## src/bridge_pm_pkg.sv

```systemverilog
// constants, field positions and carrier types of the bridge power-management block
// assumes one 20 MHz clock and a plain register port with byte offsets in 8 bits
package bridge_pm_pkg;

  // register port widths
  localparam int unsigned ADDR_W = 8;
  localparam int unsigned DATA_W = 32;

  // register byte offsets
  localparam logic [7:0] PWR_CTRL_OFS  = 8'h02;
  localparam logic [7:0] GLB_CTRL_OFS  = 8'h1E;
  localparam logic [7:0] OHCI_VID_OFS  = 8'h40;
  localparam logic [7:0] OHCI_MASK_OFS = 8'h48;
  localparam logic [7:0] SYS_CTRL_OFS  = 8'h80;
  localparam logic [7:0] PMCSR_OFS     = 8'hA4;
  localparam logic [7:0] IRQ_STAT_OFS  = 8'hC0;
  localparam logic [7:0] IRQ_CLR_OFS   = 8'hC4;
  localparam logic [7:0] IRQ_EN_OFS    = 8'hC8;
  localparam logic [7:0] OHCI_MISC_OFS = 8'hF0;

  // field positions
  localparam int unsigned HOLD_CLK_BIT  = 1;
  localparam int unsigned RI_EN_BIT     = 7;
  localparam int unsigned COD_BIT       = 7;
  localparam int unsigned APD_BIT       = 0;
  localparam int unsigned IGN_ME_BIT    = 10;
  localparam int unsigned VID_IGN_BIT   = 26;
  localparam int unsigned MASTER_EN_BIT = 31;
  localparam int unsigned PME_EN_BIT    = 8;
  localparam int unsigned PME_STS_BIT   = 15;
  localparam int unsigned VID_W         = 16;

  // power-state codes of the two-bit state field
  localparam logic [1:0] PS_CODE_D0 = 2'h0;
  localparam logic [1:0] PS_CODE_D1 = 2'h1;
  localparam logic [1:0] PS_CODE_D2 = 2'h2;
  localparam logic [1:0] PS_CODE_D3 = 2'h3;

  // interrupt status bit positions
  localparam int unsigned IRQ_W        = 4;
  localparam int unsigned EV_PME       = 0;
  localparam int unsigned EV_RESTART   = 1;
  localparam int unsigned EV_REFUSE    = 2;
  localparam int unsigned EV_CCLK_STOP = 3;

  // timing
  localparam longint unsigned CLK_HZ       = 64'h0000_0000_0131_2D00;
  localparam longint unsigned KEEP_NS      = 64'h0000_0000_0000_00C8;
  localparam longint unsigned CARD_IDLE_NS = 64'h0000_0000_0000_2710;
  localparam longint unsigned CARD_ASK_NS  = 64'h0000_0000_0000_0190;
  localparam longint unsigned NS_PER_S     = 64'h0000_0000_3B9A_CA00;
  // least times, rounded up to whole cycles
  localparam int unsigned KEEP_CYC = int'((KEEP_NS * CLK_HZ + NS_PER_S - 1) / NS_PER_S);
  localparam int unsigned IDLE_CYC = int'((CARD_IDLE_NS * CLK_HZ + NS_PER_S - 1) / NS_PER_S);
  localparam int unsigned ASK_CYC  = int'((CARD_ASK_NS * CLK_HZ + NS_PER_S - 1) / NS_PER_S);

  // 1394 function power states, one-hot
  typedef enum logic [4:0] {
    PS_D0U = 5'h01,
    PS_D0A = 5'h02,
    PS_D1  = 5'h04,
    PS_D2  = 5'h08,
    PS_D3  = 5'h10
  } pstate_type;

  // card clock manager states, one-hot
  typedef enum logic [2:0] {
    CC_RUN  = 3'h1,
    CC_ASK  = 3'h2,
    CC_STOP = 3'h4
  } cstate_type;

  // socket events seen at the card pins
  typedef struct packed {
    logic ireq;       // 16-bit card interrupt request
    logic cint;       // cardbus card interrupt
    logic cardbus_wake_event;     // cardbus_wake_event on status change pin
    logic stschg_ri;  // 16-bit status change or ring
    logic creq;       // cardbus bus request
  } card_ev_type;

  // busy indications of the bridge engines
  typedef struct packed {
    logic res_mgr;    // 16-bit card resource manager
    logic cb_master;  // cardbus master state machine
    logic pci_master; // pci master holding posted data
  } busy_type;

endpackage : bridge_pm_pkg

```

## src/bridge_power_management.sv

```systemverilog
// power management of a pc card bridge with a 1394 function: wake status,
// pci clock-run hold and restart, card clock stop, 16-bit float, suspend gating
// assumes all inputs synchronous to clk_i; open-drain pins as in/out/oe triples, the wake pin as an out/oe pair only

// Contract
// - wake status set on unmasked 1394 event
// - vendor id bit 26 mirrors ignore bit
// - five power states, wake via wake pin
// - pci clock-run on multifunction pin six
// - hold bit refuses pci clock stop
// - busy engines refuse pci clock stop
// - pending irq or running card clock refuses
// - card interrupts request pci clock restart
// - wake or status events request restart
// - card clock-run or bus request restarts
// - idle card gets its clock stopped
// - output-disable bit floats and resets card
// - auto power-down floats idle card, no reset
// - suspend blocks resets, gates pci clock
// - resets during suspend keep registers
// - suspend floats outputs after granted transaction
// - gpio, multifunction and ring stay active; here only ring does: no gpio, pin six gets no new drive while gated
// - parallel indications need no pci clock
module bridge_power_management #(
  parameter int unsigned              INT_N    = 16,         // 1394 interrupt events
  parameter logic [15:0]              VENDOR   = 16'h5A5A,   // arbitrary value
  parameter int unsigned              IDLE_CNT = bridge_pm_pkg::IDLE_CYC
) (
  // clock and reset
  input  wire logic                   clk_i,
  input  wire logic                   rstn_i,
  // register port
  input  wire logic [7:0]             addr_i,
  input  wire logic [31:0]            wdata_i,
  input  wire logic                   we_i,
  input  wire logic                   re_i,
  output logic      [31:0]            rdata_o,
  // system resets and suspend, all active low
  input  wire logic                   pci_reset_input_n_i,
  input  wire logic                   global_reset_input_n_i,
  input  wire logic                   suspend_n_i,
  input  wire logic                   gnt_n_i,
  // bridge activity
  input  wire bridge_pm_pkg::busy_type    busy_i,
  input  wire bridge_pm_pkg::card_ev_type card_ev_i,
  input  wire logic                   card16_idle_i,
  input  wire logic [INT_N-1:0]       int_event_i,
  // multifunction_pin_six: pci clock-run, open drain, low = asserted
  input  wire logic                   multifunction_pin_six_i,
  output logic                        multifunction_pin_six_o,
  output logic                        multifunction_pin_six_oe_o,
  // card clock-run line, open drain, low = asserted
  input  wire logic                   cclkrun_i,
  output logic                        cclkrun_o,
  output logic                        cclkrun_oe_o,
  output logic                        cclk_en_o,
  // 16-bit card control
  output logic                        card_hiz_o,
  output logic                        card_reset_o,
  // suspend effects
  output logic                        pci_clk_en_o,
  output logic                        pci_float_o,
  output logic                        serial_irq_run_o,
  // wake pin, open drain, low = asserted
  output logic                        pme_o,
  output logic                        pme_oe_o,
  // interrupts and ring
  output logic                        irq_o,
  output logic                        ring_indicate_output_o
);

  // all state of the block
  typedef struct packed {
    bridge_pm_pkg::pstate_type pstate;   // 1394 power state
    bridge_pm_pkg::cstate_type cstate;   // card clock manager
    logic                      hold_pci_clock_bit;
    logic                      ri_en;
    logic                      wake_ignores_master_enable;
    logic                      card_output_disable_bit;
    logic                      auto_card_powerdown_bit;
    logic                      pme_en;
    logic                      pme_sts;
    logic [31:0]               int_mask;
    logic [3:0]                irq_sts;
    logic [3:0]                irq_en;
    logic [31:0]               rdata;
    logic [7:0]                keep_cnt; // clock-run drive length
    logic [15:0]               idle_cnt; // card idle time
    logic [7:0]                ask_cnt;  // card refusal window
    logic                      gate_on;  // internal pci clock gated
    logic                      hiz;
    logic                      creset;
  } state_type;

  localparam state_type RST_ST = '{
    pstate: bridge_pm_pkg::PS_D0U,
    cstate: bridge_pm_pkg::CC_RUN,
    default: '0
  };

  state_type st_ff;   // registered state
  state_type nxt_st;  // next state

  // decoded helpers
  logic suspended;    // suspend pin active
  logic soft_rst;     // reset that actually reaches the registers
  logic unmasked;     // 1394 event passes mask and master enable
  logic restart;      // reason to restart the pci clock
  logic keep;         // reason to refuse a pci clock stop
  logic card_act;     // cardbus card activity
  logic [3:0] ev;     // interrupt events this cycle

  // word-aligned field write helper
  function automatic logic wbit(input logic [31:0] d, input int unsigned p);
    wbit = d[p];
  endfunction : wbit

  // register read mux, unmapped offsets read zero
  function automatic logic [31:0] rd_mux(input state_type s, input logic [7:0] a);
    logic [31:0] r;
    r = '0;
    if (a == bridge_pm_pkg::PWR_CTRL_OFS) begin
      r[bridge_pm_pkg::COD_BIT] = s.card_output_disable_bit;
    end else if (a == bridge_pm_pkg::GLB_CTRL_OFS) begin
      r[bridge_pm_pkg::APD_BIT] = s.auto_card_powerdown_bit;
    end else if (a == bridge_pm_pkg::OHCI_VID_OFS) begin
      r[bridge_pm_pkg::VID_W-1:0] = VENDOR;
      r[bridge_pm_pkg::VID_IGN_BIT] = s.wake_ignores_master_enable;
    end else if (a == bridge_pm_pkg::OHCI_MASK_OFS) begin
      r = s.int_mask;
    end else if (a == bridge_pm_pkg::SYS_CTRL_OFS) begin
      r[bridge_pm_pkg::HOLD_CLK_BIT] = s.hold_pci_clock_bit;
      r[bridge_pm_pkg::RI_EN_BIT] = s.ri_en;
    end else if (a == bridge_pm_pkg::PMCSR_OFS) begin
      r[1:0] = pcode(s.pstate);
      r[bridge_pm_pkg::PME_EN_BIT] = s.pme_en;
      r[bridge_pm_pkg::PME_STS_BIT] = s.pme_sts;
    end else if (a == bridge_pm_pkg::IRQ_STAT_OFS) begin
      r[3:0] = s.irq_sts;
    end else if (a == bridge_pm_pkg::IRQ_EN_OFS) begin
      r[3:0] = s.irq_en;
    end else if (a == bridge_pm_pkg::OHCI_MISC_OFS) begin
      r[bridge_pm_pkg::IGN_ME_BIT] = s.wake_ignores_master_enable;
    end
    rd_mux = r;
  endfunction : rd_mux

  // power state to its two-bit code; both D0 flavours read as D0
  function automatic logic [1:0] pcode(input bridge_pm_pkg::pstate_type p);
    case (p)
      bridge_pm_pkg::PS_D1: pcode = bridge_pm_pkg::PS_CODE_D1;
      bridge_pm_pkg::PS_D2: pcode = bridge_pm_pkg::PS_CODE_D2;
      bridge_pm_pkg::PS_D3: pcode = bridge_pm_pkg::PS_CODE_D3;
      default:              pcode = bridge_pm_pkg::PS_CODE_D0;
    endcase
  endfunction : pcode

  // decode of shared conditions
  always_comb begin
    suspended = ~suspend_n_i;
    // resets are blocked while suspended so context survives
    soft_rst  = ~suspended & (~pci_reset_input_n_i | ~global_reset_input_n_i);
    unmasked  = (|(int_event_i & st_ff.int_mask[INT_N-1:0])) &
                (st_ff.wake_ignores_master_enable |
                 st_ff.int_mask[bridge_pm_pkg::MASTER_EN_BIT]);
    card_act  = card_ev_i.creq | card_ev_i.cint | busy_i.cb_master;
    restart   = card_ev_i.ireq | card_ev_i.cint
              | card_ev_i.cardbus_wake_event | card_ev_i.stschg_ri
              | card_ev_i.creq | (st_ff.cstate == bridge_pm_pkg::CC_STOP & ~cclkrun_i);
    keep      = st_ff.hold_pci_clock_bit
              | busy_i.res_mgr | busy_i.cb_master | busy_i.pci_master
              | irq_o | card_ev_i.ireq | card_ev_i.cint
              | (st_ff.cstate != bridge_pm_pkg::CC_STOP);
  end

  // next-state logic of the whole block
  always_comb begin
    nxt_st = st_ff;
    ev     = '0;
    // read data stands only in the cycle after the read strobe
    nxt_st.rdata = '0;

    // pci clock-run: central resource releases the line to ask for a stop
    // or while the clock is stopped; we pull it low to hold or restart
    if (st_ff.keep_cnt != '0) begin
      nxt_st.keep_cnt = st_ff.keep_cnt - 8'h01;
    end else if (multifunction_pin_six_i & ~st_ff.gate_on & (keep | restart)) begin
      nxt_st.keep_cnt = 8'(bridge_pm_pkg::KEEP_CYC);
      ev[bridge_pm_pkg::EV_RESTART] = restart;
      ev[bridge_pm_pkg::EV_REFUSE]  = keep;
    end

    // card clock manager: stop the card clock after idle time
    case (st_ff.cstate)
      bridge_pm_pkg::CC_RUN: begin
        if (card_act) begin
          nxt_st.idle_cnt = '0;
        end else if (st_ff.idle_cnt >= 16'(IDLE_CNT - 1)) begin
          nxt_st.cstate  = bridge_pm_pkg::CC_ASK;
          nxt_st.ask_cnt = '0;
        end else begin
          nxt_st.idle_cnt = st_ff.idle_cnt + 16'h0001;
        end
      end
      bridge_pm_pkg::CC_ASK: begin
        // card holds the line low to refuse the stop
        if (~cclkrun_i | card_act) begin
          nxt_st.cstate   = bridge_pm_pkg::CC_RUN;
          nxt_st.idle_cnt = '0;
        end else if (st_ff.ask_cnt >= 8'(bridge_pm_pkg::ASK_CYC - 1)) begin
          nxt_st.cstate = bridge_pm_pkg::CC_STOP;
          ev[bridge_pm_pkg::EV_CCLK_STOP] = 1'b1;
        end else begin
          nxt_st.ask_cnt = st_ff.ask_cnt + 8'h01;
        end
      end
      bridge_pm_pkg::CC_STOP: begin
        // card asks for its clock back, or we need the bus
        if (~cclkrun_i | card_act) begin
          nxt_st.cstate   = bridge_pm_pkg::CC_RUN;
          nxt_st.idle_cnt = '0;
        end
      end
      default: begin
        nxt_st.cstate = bridge_pm_pkg::CC_RUN;
      end
    endcase

    // 16-bit card float and reset, registered
    nxt_st.creset = st_ff.card_output_disable_bit;
    nxt_st.hiz    = st_ff.card_output_disable_bit |
                    (st_ff.auto_card_powerdown_bit & card16_idle_i);

    // suspend gating waits for a granted transaction to finish
    if (~suspended) begin
      nxt_st.gate_on = 1'b0;
    end else if (gnt_n_i) begin
      nxt_st.gate_on = 1'b1;
    end

    // wake status: not generated before configuration
    if (st_ff.pstate != bridge_pm_pkg::PS_D0U & unmasked & ~st_ff.pme_sts) begin
      ev[bridge_pm_pkg::EV_PME] = 1'b1;
    end

    // register writes; ignored while the internal clock is gated
    if (we_i & ~st_ff.gate_on) begin
      if (addr_i == bridge_pm_pkg::PWR_CTRL_OFS) begin
        nxt_st.card_output_disable_bit = wbit(wdata_i, bridge_pm_pkg::COD_BIT);
      end else if (addr_i == bridge_pm_pkg::GLB_CTRL_OFS) begin
        nxt_st.auto_card_powerdown_bit = wbit(wdata_i, bridge_pm_pkg::APD_BIT);
      end else if (addr_i == bridge_pm_pkg::OHCI_MASK_OFS) begin
        nxt_st.int_mask = wdata_i;
      end else if (addr_i == bridge_pm_pkg::SYS_CTRL_OFS) begin
        nxt_st.hold_pci_clock_bit = wbit(wdata_i, bridge_pm_pkg::HOLD_CLK_BIT);
        nxt_st.ri_en = wbit(wdata_i, bridge_pm_pkg::RI_EN_BIT);
      end else if (addr_i == bridge_pm_pkg::PMCSR_OFS) begin
        nxt_st.pme_en = wbit(wdata_i, bridge_pm_pkg::PME_EN_BIT);
        // write one clears wake status
        if (wbit(wdata_i, bridge_pm_pkg::PME_STS_BIT)) begin
          nxt_st.pme_sts = 1'b0;
        end
        // first state write configures the function
        case (wdata_i[1:0])
          bridge_pm_pkg::PS_CODE_D1: nxt_st.pstate = bridge_pm_pkg::PS_D1;
          bridge_pm_pkg::PS_CODE_D2: nxt_st.pstate = bridge_pm_pkg::PS_D2;
          bridge_pm_pkg::PS_CODE_D3: nxt_st.pstate = bridge_pm_pkg::PS_D3;
          default:                   nxt_st.pstate = bridge_pm_pkg::PS_D0A;
        endcase
      end else if (addr_i == bridge_pm_pkg::IRQ_CLR_OFS) begin
        nxt_st.irq_sts = st_ff.irq_sts & ~wdata_i[3:0];
      end else if (addr_i == bridge_pm_pkg::IRQ_EN_OFS) begin
        nxt_st.irq_en = wdata_i[3:0];
      end else if (addr_i == bridge_pm_pkg::OHCI_MISC_OFS) begin
        nxt_st.wake_ignores_master_enable = wbit(wdata_i, bridge_pm_pkg::IGN_ME_BIT);
      end
    end

    // events set after clears so a set in the clear cycle wins
    nxt_st.irq_sts = nxt_st.irq_sts | ev;
    if (st_ff.pstate != bridge_pm_pkg::PS_D0U & unmasked) begin
      nxt_st.pme_sts = 1'b1;
    end

    // register read, answered in the next cycle
    if (re_i & ~st_ff.gate_on) begin
      nxt_st.rdata = rd_mux(st_ff, addr_i);
    end

    // reset from the pins: wake context survives pci reset while enabled
    if (soft_rst) begin
      nxt_st = RST_ST;
      nxt_st.gate_on = st_ff.gate_on;
      if (pci_reset_input_n_i | ~global_reset_input_n_i) begin
        nxt_st.pme_en  = 1'b0;
        nxt_st.pme_sts = 1'b0;
      end else if (st_ff.pme_en) begin
        nxt_st.pme_en  = st_ff.pme_en;
        nxt_st.pme_sts = st_ff.pme_sts;
      end
    end
  end

  // single state register
  always_ff @(posedge clk_i or negedge rstn_i) begin
    if (!rstn_i) begin
      st_ff <= RST_ST;
    end else begin
      st_ff <= nxt_st;
    end
  end

  // output drive
  always_comb begin
    rdata_o                    = st_ff.rdata;
    multifunction_pin_six_o    = 1'b0;
    multifunction_pin_six_oe_o = st_ff.keep_cnt != '0;
    cclkrun_o                  = 1'b0;
    // line held asserted while the card clock runs, released to ask
    cclkrun_oe_o               = st_ff.cstate == bridge_pm_pkg::CC_RUN;
    cclk_en_o                  = st_ff.cstate != bridge_pm_pkg::CC_STOP;
    card_hiz_o                 = st_ff.hiz;
    card_reset_o               = st_ff.creset;
    pci_clk_en_o               = ~st_ff.gate_on;
    pci_float_o                = st_ff.gate_on;
    // the serial interrupt engine has no clock of its own
    serial_irq_run_o           = ~st_ff.gate_on;
    pme_o                      = 1'b0;
    pme_oe_o                   = st_ff.pme_sts & st_ff.pme_en;
    irq_o                      = |(st_ff.irq_sts & st_ff.irq_en);
    // parallel ring path has no flop so it works with the clock gated
    ring_indicate_output_o     = st_ff.ri_en & (card_ev_i.stschg_ri | card_ev_i.cardbus_wake_event);
  end

endmodule : bridge_power_management

```

## config.mk

```make
export PLATFORM = sky130hd
export DESIGN_NAME = bridge_power_management
export DESIGN_NICKNAME = d
export VERILOG_FILES = /design/src/bridge_pm_pkg.sv /design/src/bridge_power_management.sv
export SDC_FILE = /design/constraint.sdc
export NUM_CORES = 1
export LEC_CHECK = 0
export ABC_AREA = 1
export ABC_CLOCK_PERIOD_IN_PS = 1700
export BUFFER_PORTS_ARGS = -buffer_cell sky130_fd_sc_hd__buf_2
export CORE_ASPECT_RATIO = 1.5
export CORE_MARGIN = 5
export CORE_UTILIZATION = 56
export DETAILED_ROUTE_END_ITERATION = 12
export PLACE_DENSITY_LB_ADDON = 0.1
export SETUP_SLACK_MARGIN = 0.02
export SYNTH_ARGS = -nofsm -noshare
export SYNTH_HDL_FRONTEND = slang
export SYNTH_SLANG_ARGS = --single-unit
```

## constraint.sdc

```tcl
create_clock -name clk_i -period 1.7 [get_ports clk_i]
set_input_delay 0.085 -clock clk_i [delete_from_list [all_inputs] [get_ports clk_i]]
set_output_delay 0.085 -clock clk_i [all_outputs]
set_load 0.05 [all_outputs]
```

==> results.cfg, run 1 <==
[status]
status = finished, final reports clean

[pwr]
irDropWorstVdd_uv = 873
seqPwrFrac = 0.381
p_sw_frac = 0.270
combPwrFrac = 0.155
p_clk_frac = 0.465
switching_power_w = 0.00227
power_density_nw_per_um2 = 1050
intPower_w = 0.00615
leakage_nw = 4.10

[logic_synthesis]
synthArstFlopShare = 1.00
avgSynthCellArea_um2 = 8.04
yosysWarnings = 0
syn-cell-area_um2 = 6280
ys_seq_elements = 122
synth.distinct_cells = 43
synthCells = 781
synth_edf_count = 0
ys_seq_area_frac = 0.487
ys.flop_type = dfrtp_1

[floorplan]
core_um2 = 11000
die_x_um = 96.4
ioPinCount = 121
initial_core_util = 0.571
fp-row-count = 47
dieArea_um2 = 13500
die-height_um = 140

[routing]
wl_um = 16300
drt_iter0_drc = 305
drtAntennaViolNets = 0
dr.pass1.iters = 5
drc = 0
vias_per_cell = 5.15
vias = 5589
wl_per_cell_um = 15.0

[worst_setup_path]
max_stage_delay_ns = 0.40
worst-setup-path-type = reg -> out
crit_path_end_kind = output pin
rrSetupSlack_ns = 0.07
critPathRequiredTime_ns = 1.62
crit_slowest_cell = dfrtp_1
path_buf_inv = 2
arrival_ns = 1.61
crit_chain = or2_1 > nor2_1 > nand2_1 > nor2_2 > inv_1 > buf_6
crit_path_start_kind = flip-flop
r2r-start = st_ff[3]
cp_top_family = simple AND/OR/NAND/NOR gates
crit_fanout = 3
reg2regPathDepth = 9
rr_endpoint = st_ff[5]

[min_path]
hp-class = in -> reg
hold_depth = 4
min_to = st_ff[116]
hp-start = busy_i[1]

[global_route]
grt_pass1_wl_um = 26400
grt.busiest_layer = met2
grt_use_met3 = 0.0535
use_met2 = 0.444
grt_pass1_vias = 5692
antenna_found_initial = 0
met1_usage = 0.296
grtUsageTotal = 0.252
grt_max_degree = 74
grt_overflow_total = 0

[timing]
drv_slew = 0
hold_ws_ns = 0.0307
rsz0062_at_grt = yes
tightest_slew_ns = 0.499
fin_ws_ns = 0.00191
relSlewSlack = 0.664
period_needed_ns = 1.70
fin_crit_sh = 0.999
finClkSkew_ns = 0.00918
fmax_ghz = 0.589
hold_viol = 0
finalSetupViolCount = 0

[layout]
mostFrequentLayoutCells = nand2_1 (180), dfrtp_1 (119), buf_2 (115)
antennaDiodeCount = 0
final_common_cell = nand2_1
layout-area-overhead-vs-synth_pct = 28.1
nets = 1003
fill_cells = 841
drive_above_1_share = 0.258

[place]
dpl.hpwl_um = 11700
gp_congestion = 0.875
dp_slack_ns = -0.157
portBuffers = 117

[clocking]
cts_tree = built
cts_inserted_buffers = 17
cts_max_path_buffers = 2
path_clk_slew_ns = 0.06
htreeDepth = 4
clk_latency_ns = 0.41
cts_sinks = 122
cts-root-buf = clkbuf_16

[run]
maxCapViolCount = 0
## Yosys cell counts (all sizes together), types with 4 or more instances
| cell | instances | area (um2) |
|---|---|---|
| a21oi | 21 | 116 |
| buf | 55 | 407 |
| dfrtp | 120 | 3000 |
| inv | 97 | 367 |
| nand2 | 195 | 757 |
| nand3 | 53 | 275 |
| nand3b | 17 | 128 |
| nand4 | 18 | 119 |
| nor2 | 82 | 328 |
| nor3 | 31 | 155 |
| o21ai | 57 | 319 |
| o31ai | 5 | 37.5 |
| or2 | 4 | 25.0 |
| xor2 | 5 | 43.8 |
## area by class of cell
| type | count | area (um2) | share of cell area |
|---|---|---|---|
| clock buffer | 18 | 439 | 0.0546 |
| clock inverter | 14 | 208 | 0.0258 |
| inverter | 97 | 373 | 0.0464 |
| multi-input combinational | 508 | 2580 | 0.321 |
| sequential | 122 | 3060 | 0.380 |
| tap | 147 | 184 | 0.0229 |
| timing repair buffer | 179 | 1200 | 0.149 |
## kinds of logic (layout without fill, tap and decap cells)
| group | after synthesis | after routing | share of synthesized area |
|---|---|---|---|
| adder cells (fa/ha/maj) | 3 | 3 | 0.00598 |
| other | 1 | 3 | 0.000597 |
| XOR/XNOR | 5 | 5 | 0.00698 |
| AND/OR/NAND/NOR | 406 | 406 | 0.291 |
| buffers and inverters | 153 | 308 | 0.124 |
| flip-flops | 122 | 122 | 0.487 |
| AO/OA/AOI/OAI | 91 | 91 | 0.0847 |
## stage by stage
stage	TNS, ns	utilization	instance area, um2	power [W]	cells
floorplan	-1.60	-	6350	0.00394	783
global placement	-0.951	0.629	6920	0.00429	1015
detailed placement	-1.13	0.629	6920	0.00432	1015
CTS	-0.0181	0.723	7950	0.00843	1082
global route	-0.239	0.731	8040	0.00879	1085
finish	0	0.731	8040	0.00842	1085
## worst reg2reg max path: cells and delay by family (launching register included)
| family | cells | cell delay [ns] |
|---|---|---|
| fa+ha+maj | 1 | 0.20 |
| buf+inv | 1 | 0.15 |
| flops | 1 | 0.41 |
| simple gates | 7 | 0.82 |
## registers in the layout (all words and copies together), names as in the netlist
signal	flops
rdata_o	32
pci_float_o	1
card_reset_o	1
st_ff	87
card_hiz_o	1
## power groups by stage
stage          Combinational (W)  Sequential (W)  Clock, W
5_1_grt                  0.00146         0.00322   0.00411
4_1_cts                  0.00126         0.00320   0.00397
3_3_place_gp             0.00105         0.00324         0
2_1_floorplan           0.000719         0.00322         0
6_report                 0.00130         0.00321   0.00391
3_5_place_dp             0.00107         0.00325         0
## repair_timing
action,CTS,global route
hold buffers,32,0
endpoints found under the setup margin,10,37
gates resized for setup,11,25
buffers inserted,3,3
hold endpoints to repair,154,0
pin swaps,3,14
## worst max-delay path by stage
stage	from	end	slack [ns]	depth (start not counted)
after global routing	st_ff[32]	multifunction_pin_six_oe_o	-0.1	6
final	st_ff[32]	multifunction_pin_six_oe_o	0.002	6
after detailed placement	st_ff[3]	st_ff[5]	-0.16	9
after floorplan	pci_float_o	st_ff[101]	-0.05	9
after global placement	st_ff[3]	st_ff[3]	-0.13	9
after CTS	st_ff[27]	multifunction_pin_six_oe_o	-0.02	8
## metal layers
metal,up-vias,share of wire
li1,2766,-
met1,2632,0.39
met2,163,0.54
met3,28,0.049
met4,0,0.022
met5,-,0
Power figures use the tool's default switching activity.
==> run 2, diff against run 1 <==
Settings changed: CORE_UTILIZATION 56 to 33.
==> run 2 against run 1 <==
Worst setup slack better by 0.024 ns. Final cell count is 10% higher. Cell area is 0.90% higher. Non-clock buffer count is 5 higher. Hold slack better by 0.021 ns. First-iteration DRC count is 3.9% higher.
==> results.cfg, run 2 (synthesis results as in run 1) <==
[layout]
drive_above_1_share = 0.250
largest_register_ffs = 87
top_register = st_ff
antennaDiodeCount = 0
nets = 1008
final_common_cell = nand2_1
mostFrequentLayoutCells = nand2_1 (182), dfrtp_1 (119), buf_2 (115)
final_cells = 1195
layout-area-overhead-vs-synth_pct = 29.3

[worst_setup_path]
critPathRequiredTime_ns = 1.62
crit_path_start_kind = flip-flop
arrival_ns = 1.59
crit_fanout = 3
crit_path_end_kind = output pin
worst-setup-path-type = reg -> out

[clocking]
cts_sinks = 122
htreeDepth = 4
clk_latency_ns = 0.41
cts_max_path_buffers = 2
cts-root-buf = clkbuf_16
path_clk_slew_ns = 0.06
cts_tree = built
cts_inserted_buffers = 17

[timing]
fmax_ghz = 0.598
fin_crit_sh = 0.984
finClkSkew_ns = 0.00748
tightest_slew_ns = 0.491
period_needed_ns = 1.67
fin_ws_ns = 0.0264
finalSetupViolCount = 0
hold_viol = 0
relSlewSlack = 0.670
rsz0062_at_grt = yes
drv_slew = 0
finalSetupTns_ns = 0

[routing]
dr.pass1.iters = 4
wl_um = 17600
wl_per_cell_um = 14.7
vias = 5514
drtAntennaViolNets = 0
drc = 0
vias_per_cell = 4.61
drt_iter0_drc = 317

[global_route]
grt_overflow_total = 0
antenna_found_initial = 0
grtUsageTotal = 0.168
grt_pass1_vias = 5761
grt_pass1_wl_um = 28800
grt_max_degree = 43

[floorplan]
fp-row-count = 61
die-height_um = 179
dieArea_um2 = 21900
die_x_um = 123
ioPinCount = 121
core_um2 = 18600
initial_core_util = 0.337

[run]
maxCapViolCount = 0

[status]
status = finished, final reports clean

[place]
portBuffers = 117
gp_congestion = 0.845
post-place-cells = 1124
dp_slack_ns = 0.0327
dpl.hpwl_um = 13000

[pwr]
irDropWorstVdd_uv = 663
leakage_nw = 4.08
power_density_nw_per_um2 = 1000

[min_path]
hp-class = in -> reg
run 2: cell count changes in the layout (fill, tap and decap cells not counted), moves of 3 or more:
cell	change
a21oi_1	+3
clkinvlp_4	+4
buf_4	+8
buf_6	-4
inv_6	-3
a21oi_2	-3
run 2: metal layers:
| metal | up-vias | part of all wire | track usage | wire, um |
|---|---|---|---|---|
| met3 | 25 | 0.035 | 0.0297 | 624 |
| met2 | 121 | 0.52 | 0.302 | 9110 |
| met1 | 2595 | 0.42 | 0.195 | 7420 |
| met5 | - | 0 | 0 | 0 |
| li1 | 2773 | - | - | - |
| met4 | 0 | 0.025 | 0.0673 | 433 |
run 2: timing repair:
item,4_1_cts,5_1_grt
buffers inserted,4,3
endpoints found under the setup margin,1,28
resized for setup,8,16
endpoints found under the hold margin,147,0
pin swaps,4,5
hold buffers,32,0
run 2: final timing paths:
check                                              to  cells after the start      start  slack, ns
setup / recovery           multifunction_pin_six_oe_o                      6  st_ff[31]       0.03
hold / removal                             st_ff[116]                      3  cclkrun_i       0.05
setup reg to reg                            st_ff[11]                     10  st_ff[11]       0.15
hold reg to reg                             st_ff[25]                      2  st_ff[25]       0.49
max in group asynchronous                   st_ff[10]                      3     rstn_i       0.92
min in group asynchronous                 rdata_o[23]                      2     rstn_i       0.12
run 2: through the flow:
step / power, W / hold slack [ns] / instance area [um2] / utilization
6_report: 0.00815 / 0.0513 / 8120 / 0.436
3_3_place_gp: 0.00432 / 0.00819 / 7080 / 0.380
3_5_place_dp: 0.00435 / 0.0110 / 7080 / 0.380
4_1_cts: 0.00815 / 0.0264 / 8050 / 0.432
5_1_grt: 0.00859 / 0.0406 / 8120 / 0.436
2_1_floorplan: 0.00394 / -0.211 / 6350 / -
run 2: final cells by class:
class	instances	area, um2
Sequential cell	122	3060
Clock inverter	13	145
Fill cell	1905	10500
Tap cell	252	315
Multi-Input combinational cell	508	2550
Clock buffer	19	443
Timing Repair Buffer	184	1230
Inverter	97	373
run 2: power by group:
group	total, W	switching (W)	internal [W]
clock	0.00355	0.00135	0.00220
sequential	0.00320	0.000131	0.00307
combinational	0.00140	0.000809	0.000590
run 2: critical path, cell delays in order, from the launching register on:
cell	delay, ns
dfrtp_1	0.38
or2_1	0.29
nor2_4	0.12
nand2_2	0.07
nor2_4	0.12
inv_2	0.05
buf_8	0.14
